$ cat src/ovs_defs.svh
`ifndef OVS_DEFS_SVH
`define OVS_DEFS_SVH

// ============================================================
// Register byte offsets
`define OVS_OFS_INT_EN_RISE   5'h00
`define OVS_OFS_INT_EN_FALL   5'h04
`define OVS_OFS_INT_STATUS    5'h08
`define OVS_OFS_OTG_CTRL      5'h0C
`define OVS_OFS_VBUS_IND      5'h10
`define OVS_OFS_IO_PWR        5'h14
`define OVS_OFS_CARKIT_CTRL   5'h18
`define OVS_OFS_PIN_STATUS    5'h1C

// ============================================================
// Field positions
`define OVS_BIT_VBUS_VALID    1
`define OVS_BIT_SESS_VALID    2
`define OVS_BIT_DISCHARGE     3
`define OVS_BIT_CHARGE        4
`define OVS_BIT_USE_EXT       0
`define OVS_BIT_PASS_THRU     1
`define OVS_BIT_COMPLEMENT    2
`define OVS_BIT_DP_PULLUP     0
`define OVS_BIT_DM_PULLUP     1
`define OVS_BIT_LVL_LO        2
`define OVS_BIT_LVL_HI        3
`define OVS_BIT_UART_MODE     4
`define OVS_BIT_SPK_LEFT      0
`define OVS_BIT_SPK_RIGHT     1
`define OVS_BIT_MIC           2

// ============================================================
// Reset values
`define OVS_RST_BYTE          8'h00
`define OVS_RST_LEVEL         2'h0
`define OVS_EXT_INDICATOR     1'b1

`endif

$ cat src/ovs_pkg.sv
package ovs_pkg;

    // ========================================================
    // Bus response codes
    typedef enum logic [1:0] {
        OVS_RESP_OKAY   = 2'b00,
        OVS_RESP_SLVERR = 2'b10
    } ovs_resp_type;

    // Byte-wide register content
    typedef logic [7:0] ovs_byte_type;

endpackage

$ cat src/ovs_sync.sv
`timescale 1ns/1ps
`default_nettype none

// ============================================================
// Two-stage synchroniser, one pair of flops per bit
module ovs_sync #(
    parameter int WIDTH = 4
) (
    // Clock and reset
    input  wire logic             clk,
    input  wire logic             rstn,
    // Asynchronous levels in, synchronous levels out
    input  wire logic [WIDTH-1:0] async_in,
    output logic      [WIDTH-1:0] sync_out
);

    // Refuse a width the generate loop cannot serve
    if (WIDTH < 1) begin : g_bad_width
        $error("ovs_sync: WIDTH must be at least 1");
    end

    // ========================================================
    // Per-bit chains; first flop feeds only the second
    for (genvar i = 0; i < WIDTH; i++) begin : g_bit
        logic meta_ff;  // First stage, metastable
        logic hold_ff;  // Second stage, safe to use
        always_ff @(posedge clk or negedge rstn) begin
            if (!rstn) begin
                meta_ff <= 1'b0;
                hold_ff <= 1'b0;
            end else begin
                meta_ff <= async_in[i];
                hold_ff <= meta_ff;
            end
        end
        assign sync_out[i] = hold_ff;
    end

endmodule

`default_nettype wire

$ cat src/ovs_ctrl.sv
// The implementer's own choices: the address map and register access over AXI4-Lite.
`timescale 1ns/1ps
`default_nettype none
`include "ovs_defs.svh"

module ovs_ctrl #(
    parameter int ADDR_W = 5
) (
    // Clock and reset
    input  wire logic                 clk,
    input  wire logic                 rstn,
    // AXI4-Lite write address
    input  wire logic [ADDR_W-1:0]    s_axi_awaddr,
    input  wire logic                 s_axi_awvalid,
    output logic                      s_axi_awready,
    // AXI4-Lite write data
    input  wire logic [31:0]          s_axi_wdata,
    input  wire logic [3:0]           s_axi_wstrb,
    input  wire logic                 s_axi_wvalid,
    output logic                      s_axi_wready,
    // AXI4-Lite write response
    output ovs_pkg::ovs_resp_type     s_axi_bresp,
    output logic                      s_axi_bvalid,
    input  wire logic                 s_axi_bready,
    // AXI4-Lite read address
    input  wire logic [ADDR_W-1:0]    s_axi_araddr,
    input  wire logic                 s_axi_arvalid,
    output logic                      s_axi_arready,
    // AXI4-Lite read data
    output logic [31:0]               s_axi_rdata,
    output ovs_pkg::ovs_resp_type     s_axi_rresp,
    output logic                      s_axi_rvalid,
    input  wire logic                 s_axi_rready,
    // Analog comparator and pin levels (asynchronous)
    input  wire logic                 bus_voltage_valid_comparator,
    input  wire logic                 session_valid_comparator,
    input  wire logic                 chip_reset_n,
    input  wire logic                 core_supply_present,
    // Vbus monitor outputs
    output logic                      vbus_comparator_enable,
    output logic                      rxcmd_vbus_valid,
    output logic                      bus_discharge_enable,
    output logic                      bus_charge_enable,
    // UART mode outputs
    output logic                      uart_regulator_active,
    output logic [1:0]                uart_regulator_level,
    output logic                      linestate_drive_enable,
    // Charger detect and audio outputs
    output logic                      dplus_charger_pullup_enable,
    output logic                      dminus_charger_pullup_enable,
    output logic                      dplus_audio_switch_on,
    output logic                      dminus_audio_switch_on,
    output logic                      se_receiver_enable
);
    import ovs_pkg::*;

    // Offsets below need five address bits
    if (ADDR_W < 5) begin : g_bad_addr
        $error("ovs_ctrl: ADDR_W must be at least 5");
    end

    // ========================================================
    // Pin synchronisation
    logic [3:0] pin_sync;       // Synchronised pin levels
    logic       vbus_raw;       // Comparator, synchronised
    logic       sess_raw;       // Session valid, synchronised
    logic       rst_pin;        // Reset pin, synchronised
    logic       core_ok;        // Core supply, synchronised

    ovs_sync #(
        .WIDTH (4)
    ) u_sync (
        .clk      (clk),
        .rstn     (rstn),
        .async_in ({core_supply_present, chip_reset_n,
                    session_valid_comparator,
                    bus_voltage_valid_comparator}),
        .sync_out (pin_sync)
    );
    assign vbus_raw = pin_sync[0];
    assign sess_raw = pin_sync[1];
    assign rst_pin  = pin_sync[2];
    assign core_ok  = pin_sync[3];

    // ========================================================
    // Register storage
    ovs_byte_type en_rise_ff;   // Rising-edge enables
    ovs_byte_type en_fall_ff;   // Falling-edge enables
    ovs_byte_type otg_ff;       // OTG control
    ovs_byte_type ind_ff;       // Vbus indicator select
    ovs_byte_type iopwr_ff;     // IO and power management
    ovs_byte_type carkit_ff;    // Carkit control

    // ========================================================
    // Write channel: address and data taken in either order
    logic              aw_held_ff;  // Address captured
    logic              w_held_ff;   // Data captured
    logic [ADDR_W-1:0] waddr_ff;    // Captured address
    logic [7:0]        wdata_ff;    // Captured low byte
    logic              wstrb_ff;    // Low lane strobe
    logic              bvalid_ff;   // Response pending
    ovs_resp_type      bresp_ff;    // Response code
    logic              wr_fire;     // Write commits this edge
    logic              wr_known;    // Address is writable

    assign s_axi_awready = !aw_held_ff && !bvalid_ff;
    assign s_axi_wready  = !w_held_ff && !bvalid_ff;
    assign wr_fire       = aw_held_ff && w_held_ff && !bvalid_ff;

    // Writable offsets; status words are read only
    always_comb begin
        case (waddr_ff[4:0])
            `OVS_OFS_INT_EN_RISE, `OVS_OFS_INT_EN_FALL,
            `OVS_OFS_OTG_CTRL, `OVS_OFS_VBUS_IND,
            `OVS_OFS_IO_PWR, `OVS_OFS_CARKIT_CTRL: wr_known = 1'b1;
            default: wr_known = 1'b0;
        endcase
    end

    // Capture address and data, then answer
    always_ff @(posedge clk or negedge rstn) begin
        if (!rstn) begin
            aw_held_ff <= 1'b0;
            w_held_ff  <= 1'b0;
            waddr_ff   <= '0;
            wdata_ff   <= `OVS_RST_BYTE;
            wstrb_ff   <= 1'b0;
            bvalid_ff  <= 1'b0;
            bresp_ff   <= OVS_RESP_OKAY;
        end else begin
            // Address handshake
            if (s_axi_awvalid && s_axi_awready) begin
                aw_held_ff <= 1'b1;
                waddr_ff   <= s_axi_awaddr;
            end
            // Data handshake, only low byte carries fields
            if (s_axi_wvalid && s_axi_wready) begin
                w_held_ff <= 1'b1;
                wdata_ff  <= s_axi_wdata[7:0];
                wstrb_ff  <= s_axi_wstrb[0];
            end
            // Both present: commit and respond next cycle
            if (wr_fire) begin
                aw_held_ff <= 1'b0;
                w_held_ff  <= 1'b0;
                bvalid_ff  <= 1'b1;
                bresp_ff   <= wr_known ? OVS_RESP_OKAY
                                       : OVS_RESP_SLVERR;
            end else if (bvalid_ff && s_axi_bready) begin
                bvalid_ff <= 1'b0;
            end
        end
    end
    assign s_axi_bvalid = bvalid_ff;
    assign s_axi_bresp  = bresp_ff;

    // ========================================================
    // Register updates; all clear on reset
    // Indicator select resets off, internal source
    // Audio enables reset cleared
    always_ff @(posedge clk or negedge rstn) begin
        if (!rstn) begin
            en_rise_ff <= `OVS_RST_BYTE;
            en_fall_ff <= `OVS_RST_BYTE;
            otg_ff     <= `OVS_RST_BYTE;
            ind_ff     <= `OVS_RST_BYTE;
            iopwr_ff   <= `OVS_RST_BYTE;
            carkit_ff  <= `OVS_RST_BYTE;
        end else if (wr_fire && wstrb_ff) begin
            case (waddr_ff[4:0])
                `OVS_OFS_INT_EN_RISE: en_rise_ff <= wdata_ff;
                `OVS_OFS_INT_EN_FALL: en_fall_ff <= wdata_ff;
                `OVS_OFS_OTG_CTRL:    otg_ff     <= wdata_ff;
                `OVS_OFS_VBUS_IND:    ind_ff     <= wdata_ff;
                `OVS_OFS_IO_PWR:      iopwr_ff   <= wdata_ff;
                `OVS_OFS_CARKIT_CTRL: carkit_ff  <= wdata_ff;
                default: ;  // Read-only status or unmapped, answered with SLVERR
            endcase
        end
    end

    // ========================================================
    // Vbus comparator gating and indicator select
    logic cmp_en;       // Comparator powered
    logic vbus_gated;   // Comparator level seen by software
    logic nxt_rxcmd;    // Next RXCMD vbus-valid bit
    logic ext_ind;      // External indicator level

    // Either edge enable keeps the comparator alive
    assign cmp_en = en_rise_ff[`OVS_BIT_VBUS_VALID]
                  | en_fall_ff[`OVS_BIT_VBUS_VALID];
    // Disabled comparator reads as zero
    assign vbus_gated = vbus_raw & cmp_en;
    // No external pin: indicator held high
    assign ext_ind = `OVS_EXT_INDICATOR;

    // Source mux for the RXCMD vbus-valid bit
    always_comb begin
        if (!ind_ff[`OVS_BIT_USE_EXT]) begin
            nxt_rxcmd = vbus_gated;
        end else if (ind_ff[`OVS_BIT_PASS_THRU]) begin
            nxt_rxcmd = ext_ind ^ ind_ff[`OVS_BIT_COMPLEMENT];
        end else begin
            // Qualifier mode: complement forces zero
            nxt_rxcmd = vbus_gated
                      & (ext_ind ^ ind_ff[`OVS_BIT_COMPLEMENT]);
        end
    end

    // ========================================================
    // UART regulator level, loaded on mode entry
    logic       uart_mode;      // Software selects UART mode
    logic       uart_prev_ff;   // Mode last cycle, for entry edge
    logic [1:0] level_ff;       // Level applied to regulator

    assign uart_mode = iopwr_ff[`OVS_BIT_UART_MODE];

    // Level taken only at entry; later field edits wait
    // for the next entry so the rail does not jump mid-session
    always_ff @(posedge clk or negedge rstn) begin
        if (!rstn) begin
            uart_prev_ff <= 1'b0;
            level_ff     <= `OVS_RST_LEVEL;
        end else begin
            uart_prev_ff <= uart_mode;
            if (uart_mode && !uart_prev_ff) begin
                level_ff <= iopwr_ff[`OVS_BIT_LVL_HI:`OVS_BIT_LVL_LO];
            end
        end
    end

    // ========================================================
    // Pull-up and switch decoding
    logic nxt_dp_pu;    // Next D+ charger pull-up
    logic nxt_dm_pu;    // Next D- charger pull-up
    logic nxt_dp_sw;    // Next D+ audio switch
    logic nxt_dm_sw;    // Next D- audio switch
    logic force_sw;     // Supply or reset forces switches on

    // Reset pin low holds both pull-ups off
    assign nxt_dp_pu = rst_pin & iopwr_ff[`OVS_BIT_DP_PULLUP];
    assign nxt_dm_pu = rst_pin & iopwr_ff[`OVS_BIT_DM_PULLUP];

    // Pass-through when the core is unpowered or held
    assign force_sw  = !core_ok || !rst_pin;
    assign nxt_dp_sw = force_sw | carkit_ff[`OVS_BIT_SPK_LEFT];
    assign nxt_dm_sw = force_sw | carkit_ff[`OVS_BIT_SPK_RIGHT]
                     | carkit_ff[`OVS_BIT_MIC];

    // ========================================================
    // Output flops: one edge after the register write
    logic cmp_en_ff;    // Comparator enable out
    logic rxcmd_ff;     // RXCMD vbus-valid out
    logic dis_ff;       // Discharge pull-down out
    logic chg_ff;       // Charge pull-up out
    logic dp_pu_ff;     // D+ pull-up out
    logic dm_pu_ff;     // D- pull-up out
    logic dp_sw_ff;     // D+ switch out
    logic dm_sw_ff;     // D- switch out
    logic se_rx_ff;     // Single-ended receivers out

    always_ff @(posedge clk or negedge rstn) begin
        if (!rstn) begin
            cmp_en_ff <= 1'b0;
            rxcmd_ff  <= 1'b0;
            dis_ff    <= 1'b0;
            chg_ff    <= 1'b0;
            dp_pu_ff  <= 1'b0;
            dm_pu_ff  <= 1'b0;
            dp_sw_ff  <= 1'b0;
            dm_sw_ff  <= 1'b0;
            se_rx_ff  <= 1'b1;
        end else begin
            cmp_en_ff <= cmp_en;
            rxcmd_ff  <= nxt_rxcmd;
            dis_ff    <= otg_ff[`OVS_BIT_DISCHARGE];
            chg_ff    <= otg_ff[`OVS_BIT_CHARGE];
            dp_pu_ff  <= nxt_dp_pu;
            dm_pu_ff  <= nxt_dm_pu;
            dp_sw_ff  <= nxt_dp_sw;
            dm_sw_ff  <= nxt_dm_sw;
            se_rx_ff  <= !(nxt_dp_sw || nxt_dm_sw);
        end
    end

    assign vbus_comparator_enable       = cmp_en_ff;
    assign rxcmd_vbus_valid             = rxcmd_ff;
    assign bus_discharge_enable         = dis_ff;
    assign bus_charge_enable            = chg_ff;
    assign uart_regulator_active        = uart_prev_ff;
    assign uart_regulator_level         = level_ff;
    assign linestate_drive_enable       = !uart_prev_ff;
    assign dplus_charger_pullup_enable  = dp_pu_ff;
    assign dminus_charger_pullup_enable = dm_pu_ff;
    assign dplus_audio_switch_on        = dp_sw_ff;
    assign dminus_audio_switch_on       = dm_sw_ff;
    assign se_receiver_enable           = se_rx_ff;

    // ========================================================
    // Read channel: one cycle from address to data
    logic         rvalid_ff;    // Read data pending
    logic [31:0]  rdata_ff;     // Read data
    ovs_resp_type rresp_ff;     // Read response
    logic [31:0]  rd_word;      // Decoded word
    logic         rd_known;     // Address is mapped

    assign s_axi_arready = !rvalid_ff;

    // Read decode; status word shows live levels
    always_comb begin
        rd_word  = 32'h0000_0000;
        rd_known = 1'b1;
        case (s_axi_araddr[4:0])
            `OVS_OFS_INT_EN_RISE: rd_word[7:0] = en_rise_ff;
            `OVS_OFS_INT_EN_FALL: rd_word[7:0] = en_fall_ff;
            `OVS_OFS_INT_STATUS: begin
                rd_word[`OVS_BIT_VBUS_VALID] = vbus_gated;
                rd_word[`OVS_BIT_SESS_VALID] = sess_raw;
            end
            `OVS_OFS_OTG_CTRL:    rd_word[7:0] = otg_ff;
            `OVS_OFS_VBUS_IND:    rd_word[7:0] = ind_ff;
            `OVS_OFS_IO_PWR:      rd_word[7:0] = iopwr_ff;
            `OVS_OFS_CARKIT_CTRL: rd_word[7:0] = carkit_ff;
            `OVS_OFS_PIN_STATUS: begin
                rd_word[0] = dp_sw_ff;
                rd_word[1] = dm_sw_ff;
                rd_word[2] = se_rx_ff;
                rd_word[3] = rxcmd_ff;
                rd_word[4] = rst_pin;
                rd_word[5] = core_ok;
            end
            default: rd_known = 1'b0;
        endcase
    end

    // Hold data until the master takes it
    always_ff @(posedge clk or negedge rstn) begin
        if (!rstn) begin
            rvalid_ff <= 1'b0;
            rdata_ff  <= 32'h0000_0000;
            rresp_ff  <= OVS_RESP_OKAY;
        end else if (s_axi_arvalid && s_axi_arready) begin
            rvalid_ff <= 1'b1;
            rdata_ff  <= rd_word;
            rresp_ff  <= rd_known ? OVS_RESP_OKAY : OVS_RESP_SLVERR;
        end else if (rvalid_ff && s_axi_rready) begin
            rvalid_ff <= 1'b0;
        end
    end
    assign s_axi_rvalid = rvalid_ff;
    assign s_axi_rdata  = rdata_ff;
    assign s_axi_rresp  = rresp_ff;
endmodule

`default_nettype wire

$ cat config.mk
export PLATFORM = sky130hd
export DESIGN_NAME = ovs_ctrl
export DESIGN_NICKNAME = d
export VERILOG_FILES = /design/src/ovs_pkg.sv /design/src/ovs_sync.sv /design/src/ovs_ctrl.sv
export VERILOG_INCLUDE_DIRS = /design/src
export SDC_FILE = /design/constraint.sdc
export NUM_CORES = 1
export LEC_CHECK = 0
export ABC_AREA = 1
export BUFFER_PORTS_ARGS = -buffer_cell sky130_fd_sc_hd__buf_2
export CAP_MARGIN = 15
export CORE_ASPECT_RATIO = 1.5
export CORE_MARGIN = 3
export CORE_UTILIZATION = 35
export DETAILED_ROUTE_END_ITERATION = 10
export PLACE_DENSITY_LB_ADDON = 0.25
export SYNTH_ARGS = -nofsm -noshare
export SYNTH_HDL_FRONTEND = slang
export SYNTH_SLANG_ARGS = --single-unit
$ cat constraint.sdc
create_clock -name clk -period 1.9 [get_ports clk]
set_input_delay 0.095 -clock clk [delete_from_list [all_inputs] [get_ports clk]]
set_output_delay 0.095 -clock clk [all_outputs]
set_load 0.03 [all_outputs]
Yosys cells after proc, flatten, opt, wreduce, memory -nomap -nowiden
Cells that the tools add are included.
{ "word_totals": {"ff_bits": 98, "latchBits": 0, "mem_bits_rw": 0, "mem_bits_ro": 0, "input_bits": 57, "out_inout_bits": 54, "elab_cells": 109, "mem_count": 0} }
{ "op_classes": {"n_addsub": 0, "n_mul": 0, "div": 0, "order_cmp": 0, "eq_ne": 12, "shifts": 0, "muxes": 18, "n_bitwise": 9, "reduce_logical": 35} }
{ "ops": {"columns": ["operator", "n"], "rows": [
  ["$eq A5 B5 Y1 const B", 7],
  ["$pmux W3 S7", 1],
  ["$pmux W2 S8", 1],
  ["$eq A5 B4 Y1 const B", 3],
  ["$mux W1", 12],
  ["$pmux W2 S6", 1],
  ["$reduce_and A2 Y1", 6],
  ["$logic_and A1 B1 Y1", 11],
  ["$eq A5 B3 Y1 const B", 2],
  ["$logic_not A5 Y1", 2],
  ["$logic_not A1 Y1", 8],
  ["$reduce_bool A2 Y1", 4],
  ["$reduce_or A8 Y1", 1],
  ["$pmux W1 S7", 1],
  ["$reduce_or A6 Y1", 1],
  ["$and A1 B1 Y1", 4],
  ["$mux W2", 2],
  ["$or A1 B1 Y1", 4],
  ["$logic_or A1 B1 Y1", 2],
  ["$not A1 Y1", 1]
]} }

Longest topological paths before layout
{ "depth": {"depth_word": 6, "ltp_mapped": 10, "mapped_depth_nobuf": 9} }

Modules after synthesis
A second synthesis with hierarchy kept.
{ "unflattened": {"cells_unflattened": 496, "area_unflattened_um2": 4337.9} }
{ "modules_own_cells": {"columns": ["mod", "instances", "cells_per_inst", "area_each_um2", "seq_area_each_um2"], "rows": [
  ["ovs_ctrl", 1, 484, 4107.7, 2203.4],
  ["ovs_sync", 1, 12, 230.2, 200.2]
]} }

Worst setup path after synthesis
No wires, ideal clock.
{ "synth_path": {"path_kind": "register -> register", "from": "register bvalid_ff, in the netlist s_axi_bvalid", "to": "register wdata_ff[6]", "setup_ps": 132, "arrival_time_ps": 1705, "t_required_ps": 1768, "setup_slack_ps": 63, "path_stages_with_launch": 6, "n_path_buf": 1, "synth_period_minus_slack_ps": 1837, "path_cell_list": "dfrtp_1 nor2_1 nand2_1 clkbuf_1 nor2_1 a21oi_1"} }
{ "synth_via": {"elab_chain_len": 3} }
{ "synth_rtl": {"columns": ["item", "line_no", "text"], "rows": [
  ["start: declaration", "ovs_ctrl.sv:101", "logic bvalid_ff;"],
  ["start signal: assignment", "ovs_ctrl.sv:128", "bvalid_ff <= 1'b0;"],
  ["start signal: assignment", "ovs_ctrl.sv:146", "bvalid_ff <= 1'b1;"],
  ["start signal: assignment", "ovs_ctrl.sv:150", "bvalid_ff <= 1'b0;"],
  ["$logic_not A1 Y1", "ovs_ctrl.sv:107", "assign s_axi_wready = !w_held_ff && !bvalid_ff;"],
  ["$logic_and A1 B1 Y1", "ovs_ctrl.sv:107", null],
  ["via s_axi_wready", "ovs_ctrl.sv:20", "output logic s_axi_wready,"],
  ["$logic_and A1 B1 Y1", "ovs_ctrl.sv:137", "if (s_axi_wvalid && s_axi_wready) begin"],
  ["end signal: assignment", "ovs_ctrl.sv:126", "wdata_ff <= `OVS_RST_BYTE;"],
  ["end signal: assignment", "ovs_ctrl.sv:139", "wdata_ff <= s_axi_wdata[7:0];"],
  ["end: declaration", "ovs_ctrl.sv:99", "logic [7:0] wdata_ff;"]
]} }
The timed path passes the listed nets, and every way through them passes these cells.
A chain may end at the register's enable or synchronous reset.

Worst setup path in the final report
{ "layout_path": {"from": "register bvalid_ff, in the netlist s_axi_bvalid", "to": "register otg_ff[2]"} }
{ "layout_via": {"elab_chain_len": 4} }
{ "layout_rtl": {"columns": ["item", "line_no", "text"], "rows": [
  ["$logic_not A1 Y1", "ovs_ctrl.sv:108", "assign wr_fire = aw_held_ff && w_held_ff && !bvalid_ff;"],
  ["$logic_and A1 B1 Y1", "ovs_ctrl.sv:108", null],
  ["$logic_and A1 B1 Y1", "ovs_ctrl.sv:169", "end else if (wr_fire && wstrb_ff) begin"],
  ["$reduce_and A2 Y1 (no source line)", null, null],
  ["end signal: assignment", "ovs_ctrl.sv:165", "otg_ff <= `OVS_RST_BYTE;"],
  ["end signal: assignment", "ovs_ctrl.sv:173", "`OVS_OFS_OTG_CTRL: otg_ff <= wdata_ff;"],
  ["end: declaration", "ovs_ctrl.sv:89", "ovs_byte_type otg_ff;"]
]} }
No other way between the ends.

==> flow_summary.json <==
{
  "status": "complete, but fails checks",
  "violations": "negative hold slack",
  "yosys-top-cells-count": "128 x nand2_1, 95 x dfrtp_1, 54 x nor2_1",
  "cts.sinks": 96,
  "netlist_area_mm2": 0.00431,
  "fmaxAchievable_ghz": 0.583,
  "cp.required_ns": 2.10,
  "skew_ns": 0.00715,
  "yosys.area.top_type": "dfrtp_1",
  "root_buffer": "clkbuf_16",
  "finalWirelength_um": 9870,
  "critPathBufInv": 1,
  "fin_nets": 626,
  "postLayoutCellArea_mm2": 0.00518,
  "antenna_found_initial": 0,
  "worst_hold_slack_ns": -0.0000778,
  "grt_pass1_vias": 3367,
  "yosysSeqAreaShare": 0.558,
  "path_cells": "nor3_4, nand2_2, inv_2, nand2_1, nand2_1, o21ai_0",
  "cpMostUsedCell": "nand2_1",
  "crit_arrival_ns": 1.92,
  "clkSlewWorstSetupHoldPaths_ns": 0.06,
  "io_pins": 111,
  "cts_made_buffers": 9,
  "grt_pass1_wl_um": 16600,
  "dieArea_mm2": 0.0137,
  "core_mm2": 0.0120,
  "synth.top_cell.area_share": 0.552,
  "path_class": "reg2reg",
  "hold_viol": 1,
  "p_leak_nw": 2.68,
  "tightest_slew_ns": 0.549,
  "drtPass1Iterations": 4,
  "powerDensity_mw_per_mm2": 1400,
  "die_y_um": 142,
  "drv_cap": 0,
  "dpl_cell_area_mm2": 0.00471,
  "drt_iter0_markers": 188,
  "viasPerCell": 4.72,
  "drc_errors": 0,
  "hpwl_um": 7140,
  "clockBufferDepth": 2,
  "crit_path_end_kind": "register",
  "die_w_um": 96.6,
  "report.final.slew_viol_count": 0,
  "grt_setup_unrepaired": "false",
  "cp_max_fo": 16,
  "min_period_ns": 1.71,
  "yosysMostFrequentCell": "nand2_1",
  "ys.flop_type": "dfrtp_1",
  "peakVddDrop_mv": 0.757,
  "initial_core_util": 0.358,
  "setup_viol": 0,
  "crit_family": "simple AND/OR/NAND/NOR gates",
  "synth_warnings": 0,
  "vias": 3434,
  "final_util": 0.431,
  "antenna_cells": 0,
  "cpPeakStageDelay_ns": 0.44,
  "drive_gt1_frac": 0.199,
  "insertion_delay_ns": 0.34,
  "wl_per_cell_um": 13.6,
  "htreeDepth": 3,
  "grt_usage": 0.158,
  "grt.overflow.total": 0,
  "io_buffers": 57,
  "synth.distinct_cells": 27,
  "syn_avg_cell_area_um2": 8.76,
  "relSlewSlack": 0.633,
  "fin_crit_sh": 0.903,
  "cts_tree": "built",
  "synthArstFlopShare": 1.00,
  "setup.worst_path.start_class": "register",
  "slowest_stage": "dfrtp_1",
  "syn2layout_area_growth_pct": 20.4,
  "gp_congestion": 0.853,
  "ys_ff_latch": 96,
  "synthesis.instances": 492,
  "num_rows": 49,
  "grt_max_degree": 46,
  "synth_edf_count": 0,
  "hp-class": "in2reg",
  "synth.area.top_cells": "dfrtp_1 55%, nand2_1 11%, buf_4 4.7%, nor2_1 4.7%, o21ai_0 4.5%",
  "drtAntennaViolNets": 0,
  "finalSetupTns_ns": 0,
  "multiInputGateArea_mm2": 0.00157,
  "ff_latch_area_mm2": 0.00240,
  "fillCellCount": 1225
}
[layout by cell type, fill, tap and decap left out, drive strengths merged]
master       instances
inv                 39
bufinv               3
dlygate4sd3         13
nand2              131
o21ai               48
clkinv               4
nand4               23
nand3               17
buf                 69
clkbuf              11
dfstp                1
nor2                60
or3                  1
a21oi               22
or2                  2
dfrtp               95
mux2                 5
nor3                 4
conb                26
[tightest hold or removal path: stages]
cell and delay [ns]:
buf_2 0.08, nor2_1 0.03, a21oi_1 0.10
[state kept, by name, summed over array words and instances (netlist names), 8 cells and up]
| name | cells |
|---|---|
| ind_ff | 8 |
| iopwr_ff | 8 |
| en_rise_ff | 8 |
| carkit_ff | 8 |
| otg_ff | 8 |
| en_fall_ff | 8 |
| s_axi_rdata | 8 |
| wdata_ff | 8 |
[where the power goes]
| part | internal, W | leakage, nW | total (W) | switching, W |
|---|---|---|---|---|
| Combinational | 0.000614 | 1.27 | 0.00191 | 0.00130 |
| Sequential | 0.00279 | 1.24 | 0.00328 | 0.000488 |
| Clock | 0.00132 | 0.170 | 0.00207 | 0.000752 |
[repair_timing]
item,in CTS,in global routing
resized for setup,0,0
setup buffers,0,0
endpoints found under the hold margin,48,0
endpoints found under the setup margin,0,0
hold buffers,13,0
[through the flow]
step | std cells | power (W) | worst slack (ns)
finish | 727 | 0.00727 | 0.185
global route | 727 | 0.00776 | 0.000874
CTS | 727 | 0.00735 | 0.184
detailed placement | 698 | 0.00523 | 0.232
global placement | 698 | 0.00515 | 0.288
floorplan | 517 | 0.00462 | 0.0625
[cell type report]
class,count,share of cell area
clock buffers,11,0.0468
clock inverters,5,0.0200
inverters,41,0.0297
multi-input cells,339,0.303
flip-flops and latches,96,0.464
well taps,153,0.0369
repair buffers,82,0.100
[worst paths after layout]
check                                        start                 endpoint  slack [ns]  cells past startpoint
max                                   s_axi_bvalid                otg_ff[2]        0.19                      6
min reg2reg                u_sync.g_bit[2].meta_ff  u_sync.g_bit[2].hold_ff        0.35                      0
max in group asynchronous                     rstn       se_receiver_enable        0.96                      3
max reg2reg                           s_axi_bvalid                otg_ff[2]        0.19                      6
min in group asynchronous                     rstn              wdata_ff[6]        0.26                      2
min                                 s_axi_wdata[5]              wdata_ff[5]    -0.00008                      3
[cell families (layout without fill, tap and decap cells)]
kind of cell           count (synthesis)  in the layout  synth area share
flip-flops                            96             96             0.558
other                                  1             26          0.000870
AND/OR/NAND/NOR                      238            238             0.240
buffers and inverters                 82            139            0.0996
AO/OA/AOI/OAI                         70             70            0.0883
multiplexers                           5              5            0.0131
[routing by layer]
layer,global-route usage,vias to the layer above,routed length [um]
met5,0,-,0
met3,0.0366,18,574
met2,0.261,106,4970
li1,-,1689,-
met4,0.0650,0,258
met1,0.196,1621,4070
(Power assumes the default switching activity.)
